## config.mk

```make
export PLATFORM = sky130hd
export DESIGN_NAME = alc_top
export DESIGN_NICKNAME = d
export VERILOG_FILES = /design/src/verilog/alc_pkg.sv /design/src/verilog/alc_top.sv
export VERILOG_INCLUDE_DIRS = /design/src /design/src/verilog
export SDC_FILE = /design/constraint.sdc
export NUM_CORES = 1
export LEC_CHECK = 0
export ABC_AREA = 1
export BUFFER_PORTS_ARGS = -buffer_cell sky130_fd_sc_hd__buf_2
export CAP_MARGIN = 20
export CORE_MARGIN = 1
export CORE_UTILIZATION = 45
export DETAILED_ROUTE_END_ITERATION = 16
export PLACE_DENSITY = 0.7
export SYNTH_ARGS = -nofsm -noshare
export SYNTH_HDL_FRONTEND = slang
export SYNTH_SLANG_ARGS = --single-unit
```

## constraint.sdc

```tcl
create_clock -name clk -period 4 [get_ports clk]
set_clock_uncertainty 0.2 [all_clocks]
set_input_delay 0.4 -clock clk [delete_from_list [all_inputs] [get_ports clk]]
set_output_delay 0.4 -clock clk [all_outputs]
set_load 0.02 [all_outputs]
```

## src/verilog/alc_regs.svh

```systemverilog
// Purpose: Register offsets, field positions, reset values and timing counts
// Assumes: Byte-wide registers addressed by the printed offsets
// Notes:   Definitions only
`ifndef ALC_REGS_SVH
`define ALC_REGS_SVH

// ************************************************************
// Offsets
// ************************************************************
`define ALC_OFF_INT_STAT   8'h02
`define ALC_OFF_INT_MASK   8'h01
`define ALC_OFF_CMP_STAT   8'h30
`define ALC_OFF_CFG1       8'h31
`define ALC_OFF_CFG2       8'h32
`define ALC_OFF_LVL_FIRST  8'h33
`define ALC_OFF_LVL_LAST   8'h3A
`define ALC_OFF_ADC_FIRST  8'h3B

// ************************************************************
// Fields of the channel configuration registers
// ************************************************************
`define ALC_CFG_OFFICE_EN  0
`define ALC_CFG_DARK_EN    1
`define ALC_CFG_SHOT       2
`define ALC_CFG_FILT_LO    4
`define ALC_CFG_FILT_HI    7

// ************************************************************
// Reset values and timing
// ************************************************************
`define ALC_RST_BYTE       8'h00
`define ALC_CONV_NS        80000000
`define ALC_CLK_NS         4
`define ALC_CONV_CYC       (`ALC_CONV_NS / `ALC_CLK_NS)

`endif

```

## src/verilog/alc_pkg.sv

```systemverilog
// Purpose: Types shared by the light comparator block
// Assumes: Used with alc_regs.svh
// Notes:   Types only
package alc_pkg;
  typedef enum logic [1:0] {ALC_OUTDOOR, ALC_OFFICE, ALC_DARK} alc_mode_t;

  typedef struct packed {
    logic [7:0]      cfg;
    logic [7:0][7:0] lvl;
    logic            office_flag;
    logic            dark_flag;
    alc_mode_t       mode;
    logic [3:0]      agree_cnt;
    logic [7:0]      sample;
    logic            irq;
  } alc_chan_t;
endpackage : alc_pkg

```

## src/verilog/alc_top.sv

```systemverilog
// Purpose: Two-channel ambient light comparator with mode interrupt
// Assumes: Samples arrive as bytes on sensor pins from an external converter
// Notes:   One state struct, one comb fill, one register stage
// What this block does
// - Two channels, each feeding two comparators
// - Office flag sets below trip, hysteresis clears
// - Dark flag sets below trip, hysteresis clears
// - Office enable at bit 0 of configs
// - Separate enables; converter runs while any set
// - Disabled channel holds its flags unchanged unless channel one has a single-shot request
// - Flag pair decodes outdoor, office, dark
// - Levels and hysteresis at 0x33 to 0x3A
// - Single-shot request on channel one triggers one measurement
// - Sequencer clears single-shot request itself
// - Each conversion takes 80 ms
// - Filter needs sequential agreeing readings
// - Mode change sets channel status bit
// - Enabled status bit drives interrupt low
// - Status cleared only by writing one
`timescale 1ns/1ps
`include "alc_regs.svh"

module alc_top
  import alc_pkg::*;
#(
  parameter int unsigned CONV_CYC = `ALC_CONV_CYC
)(
  input  wire logic       clk,
  input  wire logic       srst,
  input  wire logic [7:0] sensor_one_pin,
  input  wire logic [7:0] sensor_two_pin,
  input  wire logic [7:0] reg_addr,
  input  wire logic [7:0] reg_wdata,
  input  wire logic       reg_wr,
  input  wire logic       reg_rd,
  output logic      [7:0] reg_rdata,
  output logic            interrupt_out_n
);

  typedef struct packed {
    alc_chan_t [1:0] ch;
    logic [1:0]      mask;
    logic [31:0]     tick_cnt;
    logic [7:0]      rdata;
    logic [7:0]      sync1_a;
    logic [7:0]      sync1_b;
    logic [7:0]      sync2_a;
    logic [7:0]      sync2_b;
  } alc_state_t;

  alc_state_t state_ff;
  alc_state_t nxt_state;

  // Decodes the flag pair into a light mode
  function automatic alc_mode_t decode_mode(input logic dark, input logic office);
    if (dark)
    begin
      return ALC_DARK;
    end
    else if (office)
    begin
      return ALC_OFFICE;
    end
    return ALC_OUTDOOR;
  endfunction : decode_mode

  // Filter setting 0..15 means 1..16 agreeing readings
  function automatic logic [3:0] filt_need(input logic [7:0] cfg);
    return cfg[`ALC_CFG_FILT_HI:`ALC_CFG_FILT_LO];
  endfunction : filt_need

  logic       tick;
  logic [8:0] office_clr;
  logic [8:0] dark_clr;
  logic       new_office;
  logic       new_dark;
  logic       run;
  logic       shot;
  alc_mode_t  new_mode;
  logic [7:0] sample_in;
  logic [2:0] lvl_idx;
  logic [1:0] irq_set;

  // ************************************************************
  // Next state
  // ************************************************************
  always_comb
  begin
    nxt_state   = state_ff;
    office_clr  = 9'h000;
    dark_clr    = 9'h000;
    new_office  = 1'b0;
    new_dark    = 1'b0;
    run         = 1'b0;
    shot        = 1'b0;
    new_mode    = ALC_OUTDOOR;
    sample_in   = 8'h00;
    lvl_idx     = 3'h0;
    irq_set     = 2'b00;
    // Pins are not on this clock, two stages before use
    nxt_state.sync1_a = sensor_one_pin;
    nxt_state.sync1_b = sensor_two_pin;
    nxt_state.sync2_a = state_ff.sync1_a;
    nxt_state.sync2_b = state_ff.sync1_b;

    tick = (state_ff.tick_cnt == CONV_CYC - 1);
    nxt_state.tick_cnt = tick ? 32'h0 : state_ff.tick_cnt + 32'h1;

    for (int c = 0; c < 2; c++)
    begin
      sample_in = (c == 0) ? state_ff.sync2_a : state_ff.sync2_b;
      run  = state_ff.ch[c].cfg[`ALC_CFG_OFFICE_EN] | state_ff.ch[c].cfg[`ALC_CFG_DARK_EN];
      shot = (c == 0) && state_ff.ch[c].cfg[`ALC_CFG_SHOT];
      if (tick && (run || shot))
      begin
        nxt_state.ch[c].sample = sample_in;
        new_office = state_ff.ch[c].office_flag;
        new_dark   = state_ff.ch[c].dark_flag;
        office_clr = {1'b0, state_ff.ch[c].lvl[0]} + {1'b0, state_ff.ch[c].lvl[1]};
        dark_clr   = {1'b0, state_ff.ch[c].lvl[2]} + {1'b0, state_ff.ch[c].lvl[3]};
        if (state_ff.ch[c].cfg[`ALC_CFG_OFFICE_EN] || shot)
        begin
          if (sample_in < state_ff.ch[c].lvl[0])
          begin
            new_office = 1'b1;
          end
          else if ({1'b0, sample_in} > office_clr)
          begin
            new_office = 1'b0;
          end
        end
        if (state_ff.ch[c].cfg[`ALC_CFG_DARK_EN] || shot)
        begin
          if (sample_in < state_ff.ch[c].lvl[2])
          begin
            new_dark = 1'b1;
          end
          else if ({1'b0, sample_in} > dark_clr)
          begin
            new_dark = 1'b0;
          end
        end
        new_mode = decode_mode(new_dark, new_office);
        if (new_mode == state_ff.ch[c].mode)
        begin
          nxt_state.ch[c].agree_cnt = 4'h0;
        end
        else if (shot || state_ff.ch[c].agree_cnt >= filt_need(state_ff.ch[c].cfg))
        begin
          nxt_state.ch[c].agree_cnt = 4'h0;
          nxt_state.ch[c].office_flag = new_office;
          nxt_state.ch[c].dark_flag   = new_dark;
          nxt_state.ch[c].mode = new_mode;
          nxt_state.ch[c].irq = 1'b1;
          irq_set[c] = 1'b1;
        end
        else
        begin
          nxt_state.ch[c].agree_cnt = state_ff.ch[c].agree_cnt + 4'h1;
        end
        if (shot)
        begin
          nxt_state.ch[c].cfg[`ALC_CFG_SHOT] = 1'b0;
        end
      end
    end

    // ************************************************************
    // Register writes
    // ************************************************************
    if (reg_wr)
    begin
      unique case (reg_addr)
        `ALC_OFF_INT_MASK: nxt_state.mask = reg_wdata[1:0];
        `ALC_OFF_CFG1: nxt_state.ch[0].cfg = reg_wdata;
        `ALC_OFF_CFG2: nxt_state.ch[1].cfg = reg_wdata & 8'hFB;
        `ALC_OFF_INT_STAT:
        begin
          for (int c = 0; c < 2; c++)
          begin
            // A change in the same cycle keeps the bit, even if it was already set
            if (reg_wdata[c] && !irq_set[c])
            begin
              nxt_state.ch[c].irq = 1'b0;
            end
          end
        end
        default:
        begin
          if (reg_addr >= `ALC_OFF_LVL_FIRST && reg_addr <= `ALC_OFF_LVL_LAST)
          begin
            lvl_idx = 3'(reg_addr - `ALC_OFF_LVL_FIRST);
            nxt_state.ch[lvl_idx[2]].lvl[lvl_idx[1:0]] = reg_wdata;
          end
        end
      endcase
    end

    // ************************************************************
    // Register reads, data one cycle later
    // ************************************************************
    nxt_state.rdata = 8'h00;
    if (reg_rd)
    begin
      if (reg_addr >= `ALC_OFF_LVL_FIRST && reg_addr <= `ALC_OFF_LVL_LAST)
      begin
        lvl_idx = 3'(reg_addr - `ALC_OFF_LVL_FIRST);
        nxt_state.rdata = state_ff.ch[lvl_idx[2]].lvl[lvl_idx[1:0]];
      end
      else if (reg_addr == `ALC_OFF_INT_MASK)
      begin
        nxt_state.rdata = {6'h00, state_ff.mask};
      end
      else if (reg_addr == `ALC_OFF_INT_STAT)
      begin
        nxt_state.rdata = {6'h00, state_ff.ch[1].irq, state_ff.ch[0].irq};
      end
      else if (reg_addr == `ALC_OFF_CMP_STAT)
      begin
        nxt_state.rdata = {4'h0, state_ff.ch[1].dark_flag, state_ff.ch[1].office_flag,
                           state_ff.ch[0].dark_flag, state_ff.ch[0].office_flag};
      end
      else if (reg_addr == `ALC_OFF_CFG1)
      begin
        nxt_state.rdata = state_ff.ch[0].cfg;
      end
      else if (reg_addr == `ALC_OFF_CFG2)
      begin
        nxt_state.rdata = state_ff.ch[1].cfg;
      end
      else if (reg_addr == `ALC_OFF_ADC_FIRST)
      begin
        nxt_state.rdata = state_ff.ch[0].sample;
      end
      else if (reg_addr == `ALC_OFF_ADC_FIRST + 8'h01)
      begin
        nxt_state.rdata = state_ff.ch[1].sample;
      end
    end
  end

  // ************************************************************
  // State register
  // ************************************************************
  always_ff @(posedge clk)
  begin
    if (srst)
    begin
      state_ff <= '0;
    end
    else
    begin
      state_ff <= nxt_state;
    end
  end

  assign reg_rdata = state_ff.rdata;
  assign interrupt_out_n = ~|(state_ff.mask & {state_ff.ch[1].irq, state_ff.ch[0].irq});

endmodule : alc_top

```

==> results of run 1 <==
[power groups by stage]
| stage | Sequential [mW] | Clock [mW] | Combinational (mW) |
|---|---|---|---|
| 2_1_floorplan | 1.92 | 0 | 0.267 |
| 3_3_place_gp | 1.94 | 0 | 0.356 |
| 3_5_place_dp | 1.94 | 0 | 0.364 |
| 4_1_cts | 1.90 | 1.71 | 0.380 |
| 5_1_grt | 1.90 | 1.80 | 0.432 |
| 6_report | 1.90 | 1.69 | 0.381 |
[cell families (layout without fill, tap and decap cells)]
kind of cell / Yosys count / in the layout / share of synthesized area
buf+inv: 310 / 351 / 0.113
compound gates: 416 / 416 / 0.199
flops: 185 / 185 / 0.334
fa+ha+maj: 113 / 113 / 0.130
xor+xnor: 32 / 32 / 0.0253
simple gates: 464 / 464 / 0.197
[path summary, 6_finish.rpt]
path | startpoint | to | slack, ns | depth (start not counted)
max | state_ff[196]$_SDFFE_PP0P_ | state_ff[163]$_SDFF_PP0_ | 0.40 | 21
max reg2reg | state_ff[196]$_SDFFE_PP0P_ | state_ff[163]$_SDFF_PP0_ | 0.40 | 21
min | nxt_state[1]$_SDFF_PP0_ | sample_in[1]$_SDFF_PP0_ | 0.21 | 2
min reg2reg | nxt_state[1]$_SDFF_PP0_ | sample_in[1]$_SDFF_PP0_ | 0.21 | 2
[worst max-delay path, delay by kind of cell (launching register included)]
kind,cells,cell delay (ns)
compound gates,2,0.20
xor+xnor,1,0.15
fa+ha+maj,3,0.88
buf+inv,2,0.11
flops,1,0.45
simple gates,13,1.45
[through the flow]
stage	setup slack [ns]	cell area (µm²)	power (mW)
floorplan	0.930	11100	2.19
global route	0.0914	12200	4.13
global placement	0.641	11400	2.29
finish	0.404	12200	3.96
detailed placement	0.521	11400	2.30
CTS	0.474	12200	3.99
[layer usage]
| layer | global-route usage | wire, µm |
|---|---|---|
| met1 | 0.313 | 13500 |
| met2 | 0.370 | 13100 |
| met3 | 0.0342 | 1430 |
| met4 | 0.0892 | 906 |
| met5 | 0 | 13 |
[cell type report]
class | count | area [µm²] | share of cell area
repair buffers | 66 | 425 | 0.0349
clock inverters | 15 | 176 | 0.0145
well taps | 324 | 405 | 0.0332
multi-input cells | 1025 | 6120 | 0.501
flip-flops and latches | 185 | 3700 | 0.303
inverters | 253 | 950 | 0.0778
clock buffers | 17 | 425 | 0.0349
[flip-flops by register name (all words and copies together) (netlist names)]
name,flops
nxt_state,16
sample_in,8
reg_rdata,8
state_ff,153
[cell usage after synthesis, types with 8 or more instances]
master,count,area share
inv_1,245,0.083
nor3_1,20,0.0090
buf_1,8,0.0027
xnor2_1,13,0.010
buf_4,8,0.0054
ha_1,109,0.12
nand3_4,9,0.014
nand2_1,208,0.071
buf_6,8,0.0081
nand4_1,16,0.0090
dfxtp_1,185,0.33
clkbuf_1,31,0.011
nor2_1,109,0.037
nand3_1,64,0.029
a21oi_1,204,0.092
xor2_1,19,0.015
o21ai_1,20,0.0090
o21ai_0,147,0.066
nor2_2,11,0.0062
==> impl_metrics.json, run 1 <==
{
  "status": "complete, but fails checks",
  "core_area_mm2": 0.0242,
  "swShare": 0.282,
  "start_kind": "register",
  "utilization": 0.503,
  "clk_pin_slew_worst_paths_ns": 0.08,
  "crit_path_end_kind": "register",
  "netlist-cell-type-count": 48,
  "max-cap-violations": 0,
  "post_drt_wl_per_cell_um": 15.3,
  "max-vdd-ir-drop_mv": 0.224,
  "yosys_warnings": 0,
  "setup_viol": 0,
  "violations": "DRC",
  "grt_max_degree": 65,
  "synth_edf_count": 0,
  "layout_common_cells": "245 x inv_1, 207 x nand2_1, 204 x a21oi_1, 185 x dfxtp_1, 147 x o21ai_0",
  "synthToLayoutAreaGrowth_pct": 10.2,
  "hp-class": "reg2reg",
  "io_pins": 45,
  "post_cts_buffers": 0,
  "grt_pass1_wl_um": 46500,
  "crit_top_cell": "nand2_1",
  "num_vias": 9911,
  "clockBufferDepth": 2,
  "final-hold-violation-count": 0,
  "max_stage_delay_ns": 0.45,
  "max_freq_mhz": 278,
  "syn-num-nets": 1669,
  "hpwlAfterDp_um": 21900,
  "grt_overflow": 0,
  "drc": 2,
  "synth.cell_area_mm2": 0.0111,
  "place_congestion": 0.958,
  "cts_max_level": 4,
  "async_reset_ff_frac": 0,
  "instances_no_fill": 1885,
  "avgSynthCellArea_um2": 7.29,
  "rsz0062_at_grt": "no",
  "synth_ff_type": "dfxtp_1",
  "cts_tree": "built",
  "fillers": 2376,
  "power.leakage_nw": 5.23,
  "crit_type": "reg2reg",
  "die_w_um": 159,
  "port_buffers": 44,
  "power_frac_clock": 0.426,
  "worst_pin_slew_ns": 0.850,
  "drt_iter0_drc": 853,
  "finalSetupTns_ns": 0,
  "cts-root-buf": "clkbuf_16",
  "path_cells": "ha_1 > inv_1 > fa_1 > nand3b_1 > nand2_1 > nand3_1 > nand2_1 > xnor2_1 > ha_1 > nand2_1 > inv_1 > nand4_1 > nand2_1 > a21oi_1 > nand2_1 > nand2_1 > nand3_1 > nand2_1 > nand3_1 > nand2_1 > a21oi_1",
  "fin_crit_sh": 0.899,
  "viasPerCell": 5.26,
  "cts_hold_buffers": 16,
  "drt.antenna.violating_nets": 0,
  "clock_sinks": 185,
  "crit_fanout": 9,
  "clk_latency_ns": 0.44,
  "p_per_area_mw_per_mm2": 325,
  "ctsResizeCount": 0,
  "std_cell_rows": 57,
  "internal_power_mw": 2.85,
  "yosysSeqAreaShare": 0.334,
  "combPwrFrac": 0.096,
  "final_common_cell": "inv_1",
  "fin_crit_ns": 3.60,
  "routed_wirelength_um": 28900,
  "yosys_register_bits": 185,
  "grt_use_total": 0.231,
  "firstDrtPassIters": 11,
  "antenna_cells": 0,
  "crit_slowest_cell": "dfxtp_1",
  "layout-drive-gt1-share": 0.0846,
  "numCtsBuffers": 17,
  "holdWs_ns": 0.207,
  "crit_arrival_ns": 3.68,
  "grt_pass1_vias": 8887,
  "synthCells": 1520,
  "dpl.cell_count": 1837,
  "p_switching_mw": 1.12,
  "seq_power_share": 0.478,
  "start_util": 0.457,
  "die_area_mm2": 0.0252,
  "final_max_slew_viol_count": 0,
  "dieHeight_um": 159,
  "antenna_found_initial": 1,
  "fin_nets": 1697,
  "slew_headroom": 0.433,
  "critPathRequiredTime_ns": 4.09
}
Note: power is estimated with default switching activity, not from simulation.
==> run 2, diff against run 1 <==
--- a/config.mk
+++ b/config.mk
@@ -12,7 +12,7 @@
 export CORE_MARGIN = 1
 export CORE_UTILIZATION = 45
 export DETAILED_ROUTE_END_ITERATION = 16
-export PLACE_DENSITY = 0.7
+export PLACE_DENSITY_LB_ADDON = 0.2
 export SYNTH_ARGS = -nofsm -noshare
 export SYNTH_HDL_FRONTEND = slang
 export SYNTH_SLANG_ARGS = --single-unit
==> constraint.sdc (replaced) <==
create_clock -name clk -period 3.7 [get_ports clk]
set_clock_uncertainty 0.2 [all_clocks]
set_input_delay 0.37 -clock clk [delete_from_list [all_inputs] [get_ports clk]]
set_output_delay 0.37 -clock clk [all_outputs]
set_load 0.02 [all_outputs]
==> run 2 against run 1 <==
Compared with the run above: the run now ends clean; power grew 8.1%; combinational power up 9.2%; critical path depth down 2; clock power up 8%; hold slack lost 0.033 ns; maximum frequency is 5.2% higher; sequential cell count unchanged; largest cell class unchanged.
==> impl_metrics.json, run 2 (synthesis gave the netlist of run 1 again) <==
{
  "status": "completed",
  "max-vdd-ir-drop_mv": 0.287,
  "io_pins": 45,
  "max_flop_register": "state_ff",
  "internal_power_mw": 3.07,
  "slew_headroom": 0.453,
  "drt.antenna.violating_nets": 0,
  "clk_pin_slew_worst_paths_ns": 0.08,
  "final_max_slew_viol_count": 0,
  "num_vias": 9669,
  "p_switching_mw": 1.21,
  "hold_depth": 3,
  "largest_reg_flops": 153,
  "p_per_area_mw_per_mm2": 351,
  "combPwrFrac": 0.097,
  "crit_fanout": 9,
  "antenna_cells": 0,
  "grt_pass1_vias": 8849,
  "setup_viol": 0,
  "port_buffers": 44,
  "seq_power_share": 0.478,
  "cts_max_level": 4,
  "holdWs_ns": 0.174,
  "die_w_um": 159,
  "hpwlAfterDp_um": 22300,
  "viasPerCell": 5.12,
  "r2r_cells": 19,
  "fin_nets": 1701,
  "fin_crit_ns": 3.42,
  "start_util": 0.457,
  "grt_overflow": 0,
  "grt_use_total": 0.241,
  "start_kind": "register",
  "grt_pass1_wl_um": 47800,
  "die_area_mm2": 0.0252,
  "crit_path_end_kind": "register",
  "drc": 0,
  "hp-start": "reg_wdata[1]",
  "finalSetupTns_ns": 0,
  "firstDrtPassIters": 7,
  "rr_startpoint": "state_ff[93]$_SDFFE_PP0P_",
  "place_congestion": 0.934,
  "met1Wirelength_um": 14900,
  "clockBufferDepth": 2,
  "instances_no_fill": 1889,
  "final-hold-violation-count": 0,
  "rsz0062_at_grt": "no",
  "r2r-end": "state_ff[74]$_SDFF_PP0_",
  "swShare": 0.283,
  "hp-class": "in2reg",
  "max-cap-violations": 0,
  "routed_wirelength_um": 29800,
  "final_common_cell": "inv_1",
  "crit_arrival_ns": 3.51,
  "antenna_found_initial": 0,
  "layout-drive-gt1-share": 0.0869,
  "utilization": 0.504,
  "cts_tree": "built",
  "std_cell_rows": 57,
  "post_cts_buffers": 0,
  "dpl.cell_count": 1841,
  "cts-root-buf": "clkbuf_16",
  "critPathRequiredTime_ns": 3.79,
  "reg2reg_slack_ns": 0.28,
  "layout_common_cells": "245 x inv_1, 207 x nand2_1, 204 x a21oi_1, 185 x dfxtp_1, 146 x o21ai_0",
  "min_to": "state_ff[73]$_SDFFE_PP0P_",
  "max_freq_mhz": 293,
  "route.met3.wl_um": 1190,
  "power.leakage_nw": 5.24,
  "post_drt_wl_per_cell_um": 15.8,
  "grt_max_degree": 56,
  "drt_iter0_drc": 772,
  "worst_pin_slew_ns": 0.820,
  "clock_sinks": 185,
  "clk_latency_ns": 0.45,
  "wl_met2_um": 13000,
  "highest_layer": "met4",
  "fin_crit_sh": 0.923,
  "synthToLayoutAreaGrowth_pct": 10.4,
  "dieHeight_um": 159,
  "numCtsBuffers": 17,
  "p_total_mw": 4.29,
  "power_frac_clock": 0.425,
  "core_area_mm2": 0.0242,
  "crit_type": "reg2reg"
}
run 2: power by group through the flow:
stage                     Clock, mW  Sequential [mW]  Combinational, mW
final                          1.82             2.05              0.416
after global routing           1.93             2.05              0.474
after CTS                      1.84             2.05              0.415
after detailed placement          0             2.10              0.400
after global placement            0             2.10              0.394
after floorplan                   0             2.08              0.289
run 2: worst max-delay path by stage:
stage               cells after the start  slack, ns                       start                    endpoint
finish                                 19       0.28   state_ff[93]$_SDFFE_PP0P_     state_ff[74]$_SDFF_PP0_
global route                           24       0.02  state_ff[117]$_SDFFE_PP0P_     state_ff[74]$_SDFF_PP0_
CTS                                    21       0.24  state_ff[115]$_SDFFE_PP0P_     state_ff[74]$_SDFF_PP0_
detailed placement                     21       0.26  state_ff[115]$_SDFFE_PP0P_   state_ff[84]$_SDFFE_PP0P_
global placement                       21       0.33  state_ff[196]$_SDFFE_PP0P_  state_ff[178]$_SDFFE_PP0P_
floorplan                              18       0.63  state_ff[115]$_SDFFE_PP0P_   state_ff[89]$_SDFFE_PP0P_
run 2: layer usage:
layer / vias to the layer above / global-route usage
li1: 5096 / -
met1: 4302 / 0.342
met2: 228 / 0.376
met3: 43 / 0.0282
met4: 0 / 0.0870
met5: - / 0
run 2: repair_timing:
action	4_1_cts	5_1_grt
resized for setup	0	3
hold endpoints to repair	16	0
endpoints found under the setup margin	0	14
hold buffers	16	0
run 2: through the flow:
stage	cell area, µm²	setup WS (ns)
after floorplan	11100	0.630
after global placement	11500	0.334
after detailed placement	11500	0.263
after CTS	12200	0.238
after global routing	12200	0.0212
final	12200	0.283
run 2: layout make-up:
type                    instances  area (µm²)
clock buffers                  18         429
well taps                     324         405
multi-input cells            1025        6130
flip-flops and latches        185        3700
clock inverters                14         150
inverters                     253         950
fillers                      2414       12000
repair buffers                 70         455
run 2: worst max-delay path, cell delays in order, from the launching register on:
cell and delay (ns):
dfxtp_1 0.32, ha_1 0.35, a21oi_1 0.16, nand2_1 0.09, a21oi_1 0.16, o21bai_1 0.11
a21o_1 0.17, a21oi_1 0.15, xor2_1 0.18, ha_1 0.27, nand4_1 0.11, nand2_1 0.06
a21oi_1 0.15, nand2_1 0.14, nand2_1 0.08, nand2_1 0.08, nand3_1 0.09, nand3_2 0.18
nand2_1 0.13, a21oi_1 0.07
==> run 3, diff against run 2 <==
--- a/config.mk
+++ b/config.mk
@@ -6,7 +6,6 @@
 export SDC_FILE = /design/constraint.sdc
 export NUM_CORES = 1
 export LEC_CHECK = 0
-export ABC_AREA = 1
 export BUFFER_PORTS_ARGS = -buffer_cell sky130_fd_sc_hd__buf_2
 export CAP_MARGIN = 20
 export CORE_MARGIN = 1
@@ -16,3 +15,4 @@
 export SYNTH_ARGS = -nofsm -noshare
 export SYNTH_HDL_FRONTEND = slang
 export SYNTH_SLANG_ARGS = --single-unit
+export TNS_END_PERCENT = 100
==> run 3 against run 2 <==
Compared with the run above: the flow now finishes with violations (setup timing); register-to-register slack got worse by 0.56 ns; global-route usage increased by 1.4 points; power decreased by 5.0%; cell count decreased by 12%; hold slack got worse by 0.052 ns; clock-buffer cell count increased by 2; via count decreased by 3.9%; die area decreased by 4.1%; maximum frequency decreased by 14%; sequential share of layout area decreased by 0.77 points; non-clock buffer count increased by 78; critical endpoint is now state_ff[178]$_SDFFE_PP0P_.
==> impl_metrics.json, run 3 <==
{
  "status": "complete, but fails checks",
  "clk_pin_slew_worst_paths_ns": 0.07,
  "grt_use_total": 0.255,
  "instances_no_fill": 1668,
  "fin_crit_sh": 1.07,
  "yosys_register_bits": 185,
  "crit_type": "reg2reg",
  "rsz0062_at_grt": "yes",
  "place_congestion": 0.909,
  "r2r_cells": 17,
  "clk_latency_ns": 0.44,
  "drt_iter0_drc": 788,
  "dp_slack_ns": -0.364,
  "start_kind": "register",
  "drt.antenna.violating_nets": 0,
  "crit_fanout": 7,
  "setup_viol": 8,
  "post_drt_wl_per_cell_um": 18.0,
  "async_reset_ff_frac": 0,
  "crit_slowest_cell": "or4b_4",
  "drc": 0,
  "num_vias": 9291,
  "min_to": "state_ff[157]$_SDFF_PP0_",
  "crit_path_end_kind": "register",
  "dieHeight_um": 156,
  "layout-drive-gt1-share": 0.175,
  "yosysMostFrequentCell": "dfxtp_1",
  "synthCells": 1236,
  "violations": "setup timing",
  "hold_depth": 3,
  "grt_pass1_wl_um": 47000,
  "port_buffers": 44,
  "hpwlAfterDp_um": 21600,
  "reg2reg_slack_ns": -0.28,
  "utilization": 0.548,
  "max_flop_register": "state_ff",
  "dpl.cell_count": 1613,
  "clockBufferDepth": 2,
  "rr_startpoint": "state_ff[180]$_SDFFE_PP0P_",
  "die_area_mm2": 0.0242,
  "crit_arrival_ns": 4.14,
  "synthToLayoutAreaGrowth_pct": 18.4,
  "yosysSeqAreaShare": 0.349,
  "yosysTopAreaCellShare": 0.349,
  "cts_tree": "built",
  "synth_edf_count": 0,
  "cts-root-buf": "clkbuf_16",
  "fin_crit_ns": 3.98,
  "crit_top_cell": "ha_1",
  "start_util": 0.463,
  "final_max_slew_viol_count": 0,
  "grt_overflow": 0,
  "p_total_mw": 4.07,
  "r2r-end": "state_ff[178]$_SDFFE_PP0P_",
  "fin_nets": 1492,
  "p_per_area_mw_per_mm2": 324,
  "max-cap-violations": 0,
  "power.leakage_nw": 4.96,
  "core_area_mm2": 0.0229,
  "syn-num-nets": 1385,
  "die_w_um": 156,
  "hp-start": "reg_wr",
  "firstDrtPassIters": 8,
  "worst_slack_ns": -0.277,
  "netlist-cell-type-count": 68,
  "clock_sinks": 185,
  "avgSynthCellArea_um2": 8.59,
  "grt_max_degree": 87,
  "std_cell_rows": 55,
  "largest_reg_flops": 153,
  "synthTopCellsByArea": "dfxtp_1 35%, ha_1 13%, a21oi_1 5.8%, nand2_1 4.8%, nand3_1 4.5%",
  "yosys.area.top_type": "dfxtp_1",
  "max_freq_mhz": 251,
  "finalSetupTns_ns": -1.93,
  "path_cells": "ha_1 > inv_1 > fa_2 > nor2b_4 > o31ai_2 > a21oi_2 > xnor2_1 > ha_1 > and2_4 > a221o_1 > nor4_2 > o31ai_1 > and3_4 > or4b_4 > nand4_4 > nor2_1 > a211oi_1",
  "layout_common_cells": "179 x dfxtp_1, 136 x nand2_1, 110 x a21oi_1, 106 x ha_1, 99 x nor2_1",
  "routed_wirelength_um": 30000,
  "max_stage_delay_ns": 0.51,
  "cts_max_level": 4,
  "final-hold-violation-count": 0,
  "max-vdd-ir-drop_mv": 0.226,
  "cp-startpoint": "state_ff[180]$_SDFFE_PP0P_",
  "yosys_warnings": 0,
  "slew_headroom": 0.319,
  "synth_common_cells": "185 x dfxtp_1, 136 x nand2_1, 123 x a21oi_1",
  "grt_pass1_vias": 8481,
  "numCtsBuffers": 17,
  "critPathRequiredTime_ns": 3.86,
  "final_common_cell": "dfxtp_1",
  "synth_ff_type": "dfxtp_1",
  "synth.cell_area_mm2": 0.0106,
  "io_pins": 45,
  "hp-class": "in2reg",
  "worst_pin_slew_ns": 1.01,
  "viasPerCell": 5.57,
  "antenna_found_initial": 2
}
==> run 3: stage by stage <==
step | hold WS [ns] | instance area [µm²]
after floorplan | 0.214 | 10600
after CTS | 0.107 | 12400
after global placement | 0.218 | 11600
final | 0.122 | 12600
after detailed placement | 0.220 | 11600
after global routing | 0.128 | 12600
==> run 3: per-layer routing <==
metal,vias to the layer above,global-route usage,wire length (µm)
met5,-,0,0
met4,0,0.0770,537
met3,36,0.0419,2070
met2,314,0.369,12500
met1,4350,0.384,14800
li1,4591,-,-
==> run 3: worst max-delay path by stage <==
stage / end / slack (ns)
after floorplan: state_ff[178]$_SDFFE_PP0P_ / -0.13
after detailed placement: state_ff[85]$_SDFFE_PP0P_ / -0.36
after global routing: state_ff[178]$_SDFFE_PP0P_ / -0.46
final: state_ff[178]$_SDFFE_PP0P_ / -0.28
after CTS: state_ff[178]$_SDFFE_PP0P_ / -0.23
after global placement: state_ff[178]$_SDFFE_PP0P_ / -0.26
==> run 3: worst max-delay path, delay by kind of cell, from the launching register on <==
family	cells	cell delay, ns
fa+ha+maj	3	0.72
flops	1	0.32
compound gates	5	1.07
xor+xnor	1	0.21
buf+inv	1	0.08
simple gates	7	1.29
==> run 3: cells by family after synthesis <==
group | Yosys count | synth area share
xor+xnor | 47 | 0.0388
simple gates | 460 | 0.214
flops | 185 | 0.349
compound gates | 257 | 0.151
mux | 45 | 0.0613
fa+ha+maj | 113 | 0.136
buf+inv | 129 | 0.0498
==> run 3: layout make-up <==
class,count,area [µm²]
well taps,313,392
fillers,2084,10300
clock inverters,10,109
flip-flops and latches,185,3710
repair buffers,148,1050
inverters,69,259
multi-input cells,922,6610
clock buffers,20,437
diodes,1,2.50
==> run 3: power breakdown <==
group          switching (mW)  leakage (nW)  internal, mW  total (mW)
Clock                   0.815         0.267         0.938        1.75
Sequential             0.0283          1.50          2.01        2.04
Combinational           0.169          3.20         0.112       0.281
Total                    1.01          4.96          3.06        4.07
==> run 3: timing repair <==
item,4_1_cts,5_1_grt
resized for setup,18,32
setup buffers,3,5
pin swaps,12,28
hold endpoints to repair,16,0
hold buffers,16,0
endpoints found under the setup margin,15,16
